`src/hdcr_pkg.sv`:
```
/*
 * Package for the hub device configuration register: offsets, field
 * positions, reset values and the register access carrier.
 * Assumes a single 25 MHz core clock; every user names items by scope.
 */
// Operation
// register at offset 5h, defined reset
// bit 7 gates string register writes
// bit 6 gates serial register writes
// bit 5 set disables U1/U2
// forced accept re-enables U1/U2 until reset/disconnect
// bit 4 reads as one
// bit 3 captures gang strap at release
// bit 3 selects ganged or per-port power; the code gangs only while bit 2 is clear, per-port otherwise
// bit 2 captures report strap at release
// EEPROM load overwrites bits 5,3,2
// SMBus host may write bits 5,3,2
// bit 1 forces nonzero timeouts to FFh
// bit 0 reads as zero
// blocked string writes leave contents unchanged
`default_nettype none
package hdcr_pkg;
   // ************************************************************
   // register map
   // ************************************************************
   localparam logic [7:0] hdcr_device_configuration_offset = 8'h05;
   localparam logic [7:0] hdcr_reset_value = 8'h10;
   localparam int hdcr_string_en_bit = 7;
   localparam int hdcr_serial_en_bit = 6;
   localparam int hdcr_lpm_off_bit = 5;
   localparam int hdcr_fixed_one_bit = 4;
   localparam int hdcr_gang_bit = 3;
   localparam int hdcr_report_bit = 2;
   localparam int hdcr_timeout_ovr_bit = 1;
   localparam logic [7:0] hdcr_rw_mask = 8'he2;
   localparam logic [7:0] hdcr_load_mask = 8'h2c;
   localparam logic [7:0] hdcr_timeout_max = 8'hff;
   localparam int hdcr_num_ports = 4;

   // ************************************************************
   // register access carrier
   // ************************************************************
   typedef struct packed {
      logic wr;
      logic [7:0] addr;
      logic [7:0] wdata;
   } hdcr_access_t;
endpackage : hdcr_pkg
`default_nettype wire

```
`src/hdcr_strap_capture.sv`:
```
/*
 * Strap capture: takes the two strap levels once, on the first clock
 * after reset release. Assumes straps are stable around release.
 */
`timescale 1ns/1ps
`default_nettype none
module hdcr_strap_capture (
   input wire logic clk,
   input wire logic nrst,
   input wire logic gang_select_strap_pin,
   input wire logic report_select_strap_pin,
   output logic done,
   output logic gang,
   output logic report_off
);
   // ************************************************************
   // capture after release
   // ************************************************************
   // async reset loads constants only; pins sampled on a clock edge
   always_ff @(posedge clk or negedge nrst) begin
      if (!nrst) begin
         done <= 1'b0;
         gang <= 1'b0;
         report_off <= 1'b0;
      end else if (!done) begin
         done <= 1'b1;
         gang <= gang_select_strap_pin;
         report_off <= report_select_strap_pin;
      end
   end
endmodule // hdcr_strap_capture
`default_nettype wire

```
`src/hdcr_device_config.sv`:
```
/*
 * Device configuration register (offset 5h) of the hub register space,
 * with its effects: string/serial write gating, U1/U2 gate with the
 * forced accept escape, power switch routing and timeout override.
 * Assumes the EEPROM loader and SMBus slave present one-cycle requests
 * synchronous to clk, and strap pins stable at reset release.
 */
`timescale 1ns/1ps
`default_nettype none
module hdcr_device_config #(
   parameter int num_ports = hdcr_pkg::hdcr_num_ports
) (
   input wire logic clk,
   input wire logic nrst,
   input wire logic i2c_mode,
   input wire hdcr_pkg::hdcr_access_t eeprom_load,
   input wire hdcr_pkg::hdcr_access_t smbus_acc,
   input wire logic gang_select_strap_pin,
   input wire logic report_select_strap_pin,
   input wire logic string_wr_req,
   input wire logic serial_wr_req,
   input wire logic force_accept_lmp,
   input wire logic upstream_disconnect,
   input wire logic [num_ports-1:0] port_power_req,
   input wire logic [7:0] sw_u1_timeout,
   input wire logic [7:0] sw_u2_timeout,
   input wire logic reg09_bit6,
   output logic [7:0] rdata,
   output logic string_wr_en,
   output logic serial_wr_en,
   output logic link_lpm_allowed,
   output logic power_status_report_off,
   output logic [num_ports-1:0] port_power_control_pins,
   output logic [7:0] eff_u1_timeout,
   output logic [7:0] eff_u2_timeout
);
   logic [7:0] cfg_q;
   logic [7:0] cfg_d;
   logic forced_q;
   logic strap_done;
   logic strap_done_q;
   logic strap_gang;
   logic strap_report;
   logic eep_hit;
   logic smb_hit;
   logic strap_edge;
   logic [7:0] eep_val;
   logic [7:0] smb_val;
   logic [7:0] wr_val;
   logic [7:0] view;
   logic [num_ports-1:0] pwr_route;
   logic ovr_on;

   // nonzero timeouts saturate, zero stays zero
   function automatic logic [7:0] hdcr_ovr_timeout(input logic [7:0] t, input logic on);
      return (on && t != 8'h00) ? hdcr_pkg::hdcr_timeout_max : t;
   endfunction

   // register hit: a write strobe aimed at this register's offset
   function automatic logic hdcr_hit(input hdcr_pkg::hdcr_access_t acc);
      return acc.wr && (acc.addr == hdcr_pkg::hdcr_device_configuration_offset);
   endfunction

   // replace the masked bits of v by those of d, keep the rest
   function automatic logic [7:0] hdcr_merge(input logic [7:0] v, input logic [7:0] d, input logic [7:0] m);
      return (v & ~m) | (d & m);
   endfunction

   // drop the two strap levels into their field positions
   function automatic logic [7:0] hdcr_strap_merge(input logic [7:0] v, input logic g, input logic r);
      logic [7:0] m;
      m = v;
      m[hdcr_pkg::hdcr_gang_bit] = g;
      m[hdcr_pkg::hdcr_report_bit] = r;
      return m;
   endfunction

   // ************************************************************
   // strap capture
   // ************************************************************
   hdcr_strap_capture u_strap (
      .clk(clk),
      .nrst(nrst),
      .gang_select_strap_pin(gang_select_strap_pin),
      .report_select_strap_pin(report_select_strap_pin),
      .done(strap_done),
      .gang(strap_gang),
      .report_off(strap_report)
   );

   // ************************************************************
   // write decode and next value
   // ************************************************************
   // register decode at 5h
   assign eep_hit = i2c_mode && hdcr_hit(eeprom_load);
   assign smb_hit = !i2c_mode && hdcr_hit(smbus_acc);
   // one-cycle pulse on the edge after the straps were taken
   assign strap_edge = strap_done && !strap_done_q;

   // EEPROM overwrites 5,3,2
   assign eep_val = hdcr_merge(cfg_q, eeprom_load.wdata, hdcr_pkg::hdcr_load_mask);
   // SMBus host write
   assign smb_val = hdcr_merge(cfg_q, smbus_acc.wdata, hdcr_pkg::hdcr_rw_mask | hdcr_pkg::hdcr_load_mask);
   // modes are exclusive by i2c_mode, so the order of the two hits is moot
   assign wr_val = eep_hit ? eep_val : (smb_hit ? smb_val : cfg_q);
   // strap capture
   // straps win bits 3,2 in the capture cycle only; other bits of a write landing then still stick
   assign cfg_d = strap_edge ? hdcr_strap_merge(wr_val, strap_gang, strap_report) : wr_val;

   // ************************************************************
   // register state
   // ************************************************************
   // defined reset value
   always_ff @(posedge clk or negedge nrst) begin
      if (!nrst) begin
         cfg_q <= hdcr_pkg::hdcr_reset_value;
         strap_done_q <= 1'b0;
      end else begin
         cfg_q <= cfg_d;
         strap_done_q <= strap_done;
      end
   end

   // forced accept latch; event wins over disconnect clear
   always_ff @(posedge clk or negedge nrst) begin
      if (!nrst) begin
         forced_q <= 1'b0;
      end else if (force_accept_lmp) begin
         forced_q <= 1'b1;
      end else if (upstream_disconnect) begin
         forced_q <= 1'b0;
      end
   end

   // ************************************************************
   // read view and derived controls
   // ************************************************************
   // bit 4 reads one, bit 0 reads zero
   assign view = {cfg_q[7:5], 1'b1, cfg_q[3:1], 1'b0};

   // ganged routes request of any port to port 1 pin
   assign pwr_route = (!cfg_q[hdcr_pkg::hdcr_report_bit] && cfg_q[hdcr_pkg::hdcr_gang_bit])
                    ? {{(num_ports-1){1'b0}}, |port_power_req} : port_power_req;

   // override only with register 09h bit 6
   assign ovr_on = cfg_q[hdcr_pkg::hdcr_timeout_ovr_bit] && reg09_bit6;

   // ************************************************************
   // output registers
   // ************************************************************
   // read view registered, so a write shows two edges after it is taken
   always_ff @(posedge clk or negedge nrst) begin
      if (!nrst) begin
         rdata <= hdcr_pkg::hdcr_reset_value;
      end else begin
         rdata <= view;
      end
   end

   // string writes gated
   always_ff @(posedge clk or negedge nrst) begin
      if (!nrst) begin
         string_wr_en <= 1'b0;
      end else begin
         string_wr_en <= cfg_q[hdcr_pkg::hdcr_string_en_bit] && string_wr_req;
      end
   end

   // serial writes gated
   always_ff @(posedge clk or negedge nrst) begin
      if (!nrst) begin
         serial_wr_en <= 1'b0;
      end else begin
         serial_wr_en <= cfg_q[hdcr_pkg::hdcr_serial_en_bit] && serial_wr_req;
      end
   end

   // U1/U2 gate with escape
   // raw event ored in so the link is let through one cycle sooner than the latch allows
   always_ff @(posedge clk or negedge nrst) begin
      if (!nrst) begin
         link_lpm_allowed <= 1'b1;
      end else begin
         link_lpm_allowed <= !cfg_q[hdcr_pkg::hdcr_lpm_off_bit] || forced_q || force_accept_lmp;
      end
   end

   // report level follows the register
   always_ff @(posedge clk or negedge nrst) begin
      if (!nrst) begin
         power_status_report_off <= 1'b0;
      end else begin
         power_status_report_off <= cfg_q[hdcr_pkg::hdcr_report_bit];
      end
   end

   // port power pins from the route
   always_ff @(posedge clk or negedge nrst) begin
      if (!nrst) begin
         port_power_control_pins <= '0;
      end else begin
         port_power_control_pins <= pwr_route;
      end
   end

   // timeout saturation
   // values pass through untouched while the override is off
   always_ff @(posedge clk or negedge nrst) begin
      if (!nrst) begin
         eff_u1_timeout <= 8'h00;
         eff_u2_timeout <= 8'h00;
      end else begin
         eff_u1_timeout <= hdcr_ovr_timeout(sw_u1_timeout, ovr_on);
         eff_u2_timeout <= hdcr_ovr_timeout(sw_u2_timeout, ovr_on);
      end
   end
endmodule // hdcr_device_config
`default_nettype wire

```
`config.mk`:
```
export PLATFORM = sky130hd
export DESIGN_NAME = hdcr_device_config
export DESIGN_NICKNAME = d
export VERILOG_FILES = /design/src/hdcr_pkg.sv /design/src/hdcr_strap_capture.sv /design/src/hdcr_device_config.sv
export SDC_FILE = /design/constraint.sdc
export NUM_CORES = 1
export LEC_CHECK = 0
export BUFFER_PORTS_ARGS = -buffer_cell sky130_fd_sc_hd__buf_2
export CORE_MARGIN = 8
export CORE_UTILIZATION = 37
export DETAILED_ROUTE_END_ITERATION = 8
export PLACE_DENSITY = 0.83
export SLEW_MARGIN = 10
export SYNTH_ARGS = -nofsm -noshare
export SYNTH_HDL_FRONTEND = slang
export SYNTH_SLANG_ARGS = --single-unit
```
`constraint.sdc`:
```
create_clock -name clk -period 1.1 [get_ports clk]
set_clock_uncertainty 0.05 [all_clocks]
set_input_delay 0.22 -clock clk [delete_from_list [all_inputs] [get_ports clk]]
set_output_delay 0.22 -clock clk [all_outputs]
set_load 0.02 [all_outputs]
```
==> flow_summary.json <==
{
  "crit_chain": "buf_6",
  "synthFlopType": "dfrtp_1",
  "synthXorXnorAreaFrac_pct": 0,
  "drc": 0,
  "grt_pass1_wl_um": 6380,
  "post_cts_buffers": 0,
  "die_w_um": 79.3,
  "required_ns": 0.83,
  "grt_pass1_vias": 1306,
  "post_synth.cell_area_avg_um2": 14.5,
  "final_hold_viol_count": 0,
  "slew_viol_final": 0,
  "tns_ns": -0.177,
  "rsz0062_at_grt": "yes",
  "dp_hpwl_um": 3070,
  "cp.arrival_ns": 0.92,
  "cpPeakStageDelay_ns": 0.53,
  "initialDrtViolationCount": 29,
  "fin_util_pct": 59.4,
  "synth_adder_area_share_pct": 0,
  "seq_area_frac_synth_pct": 67.5,
  "outcome": "finished, violations left",
  "diodes": 0,
  "gp_congestion": 0.744,
  "nNetsFinal": 264,
  "yosys.area_share.simple_pct": 21.0,
  "cts_num_sinks": 40,
  "fp.coreArea_um2": 3940,
  "cts_inserted_buffers": 5,
  "worst_slack_ns": -0.0920,
  "clkLatencyLatePin_ns": 0.28,
  "min_path_type": "input port to flip-flop",
  "reg2reg_from": "strap_done_q$_DFF_PN0_",
  "ys_ff_latch": 40,
  "final_common_cell": "buf_2",
  "wl_per_cell_um": 15.6,
  "io_pins": 96,
  "layout-drive-gt1-share_pct": 64.7,
  "start_util_pct": 37.6,
  "drtPass1Iterations": 4,
  "grt_overflow": 0,
  "setup_viol": 7,
  "cts_tree": "done",
  "num_vias": 1160,
  "final_cell_area_um2": 2340,
  "worstSetupStartpointType": "flip-flop",
  "period_minus_slack_ns": 1.19,
  "cp_slowest_cell": "dfstp_2",
  "muxShareOfSynthArea_pct": 4.47,
  "place_area_um2": 2000,
  "violations": "negative setup slack",
  "crit_family": "flip-flops",
  "synth_cells": 102,
  "clock_path_buffers": 2,
  "avgViaCountPerCell": 4.62,
  "h-tree-depth": 2,
  "synth-compound-area-share_pct": 4.72,
  "grt_usage_pct": 12.9,
  "fill_cells": 339,
  "worstSetupStartpoint": "link_lpm_allowed$_DFF_PN1_",
  "power_density_nw_per_um2": 1410,
  "hold_start": "port_power_req[0]",
  "max_freq_ghz": 0.839,
  "grt_max_degree": 21,
  "drv_cap": 0,
  "critical_path_class": "flip-flop to output port",
  "mappedNetlistArea_um2": 1480,
  "power_mw": 3.30,
  "detail_route.wirelength_um": 3910,
  "synth_cell_type_count": 27,
  "cts_root_buffer": "clkbuf_8",
  "final.period_utilization_pct": 108,
  "area_growth_pct": 57.8,
  "row_count": 23,
  "synth-edff-count": 0,
  "hold_ws_ns": 0.0839,
  "ir_drop_mv": 1.15,
  "p_leak_nw": 1.22,
  "portBuffers": 86,
  "cp_num_buf_inv": 1,
  "path_max_fanout": 1,
  "die_area_um2": 6290,
  "yosysWarningCount": 0,
  "clk_pin_slew_ns": 0.08,
  "antenna_found_initial": 0,
  "synthArstFlopShare_pct": 100,
  "die_h_um": 79.3,
  "critPathCaptureType": "output port",
  "drtAntennaViolNets": 0,
  "synth_top_family_by_area": "simple AND/OR/NAND/NOR gates",
  "layout_common_cells": "buf_2 (56), dfrtp_1 (39), buf_6 (30)"
}
[cell usage after synthesis, drive strengths merged (2+ instances only)]
cell type / number / area share, %
mux2: 5 / 3.8
a32o: 2 / 1.3
conb: 2 / 0.51
and2: 5 / 2.1
or2: 18 / 7.6
nor4: 5 / 2.1
a21oi: 3 / 1.0
dfrtp: 39 / 66
o21ba: 2 / 1.3
nand3b: 2 / 1.0
nor4b: 2 / 3.2
buf: 3 / 1.5
[per-layer routing]
metal	up-vias	part of all wire [%]	GRT usage, %	wire [um]
met3	4	6.2	4.18	243
li1	541	-	-	-
met2	46	56	22.7	2190
met5	-	0	0	0
met4	0	1.5	4.44	57
met1	569	36	14.2	1420
[power by group]
part           internal (mW)  switching [mW]
logic                  0.291           0.248
clock network          0.673           0.476
registers               1.57          0.0517
[cells by family after synthesis]
family / Yosys count
simple gates: 41
other cells: 2
compound gates: 9
flops: 40
buf+inv: 4
mux: 6
[metrics by stage]
| stage | setup WS (ns) | std cells |
|---|---|---|
| floorplan | -0.202 | 103 |
| global placement | -0.302 | 242 |
| detailed placement | -0.344 | 242 |
| CTS | -0.105 | 251 |
| global route | -0.117 | 251 |
| finish | -0.0920 | 251 |
[worst paths after layout]
check                                                       end  slack, ns  cells past startpoint
setup / recovery                               link_lpm_allowed      -0.09                      1
hold / removal             port_power_control_pins[0]$_DFF_PN0_       0.08                      2
setup reg to reg                           cfg_q[2]$_DFFE_PN0P_      -0.01                      3
hold reg to reg                              rdata[7]$_DFF_PN0_       0.34                      0
max in group asynchronous            link_lpm_allowed$_DFF_PN1_       0.34                      3
min in group asynchronous                    rdata[5]$_DFF_PN0_       0.40                      3
[flip-flops by register name, indices dropped and copies added, names as in the netlist, 4 cells and up]
| signal | cells |
|---|---|
| port_power_control_pins | 4 |
| eff_u2_timeout | 8 |
| rdata | 6 |
| cfg_q | 6 |
| eff_u1_timeout | 8 |
[cell type report]
cell class                 count  area [um2]  area share [%]
inverter                       1        3.75           0.160
clock buffer                   6        72.6            3.10
multi-input combinational     59         492            21.0
tap                           50        62.6            2.67
sequential                    40        1000            42.8
clock inverter                 2        35.0            1.50
timing repair buffer          93         673            28.8
[repair_timing]
item / 4_1_cts / 5_1_grt
setup endpoints to repair: 10 / 38
pin swaps: 11 / 10
hold endpoints to repair: 39 / 0
hold buffers: 1 / 0
resized for setup: 17 / 45
No activity file was read; power rests on OpenSTA's default activity.
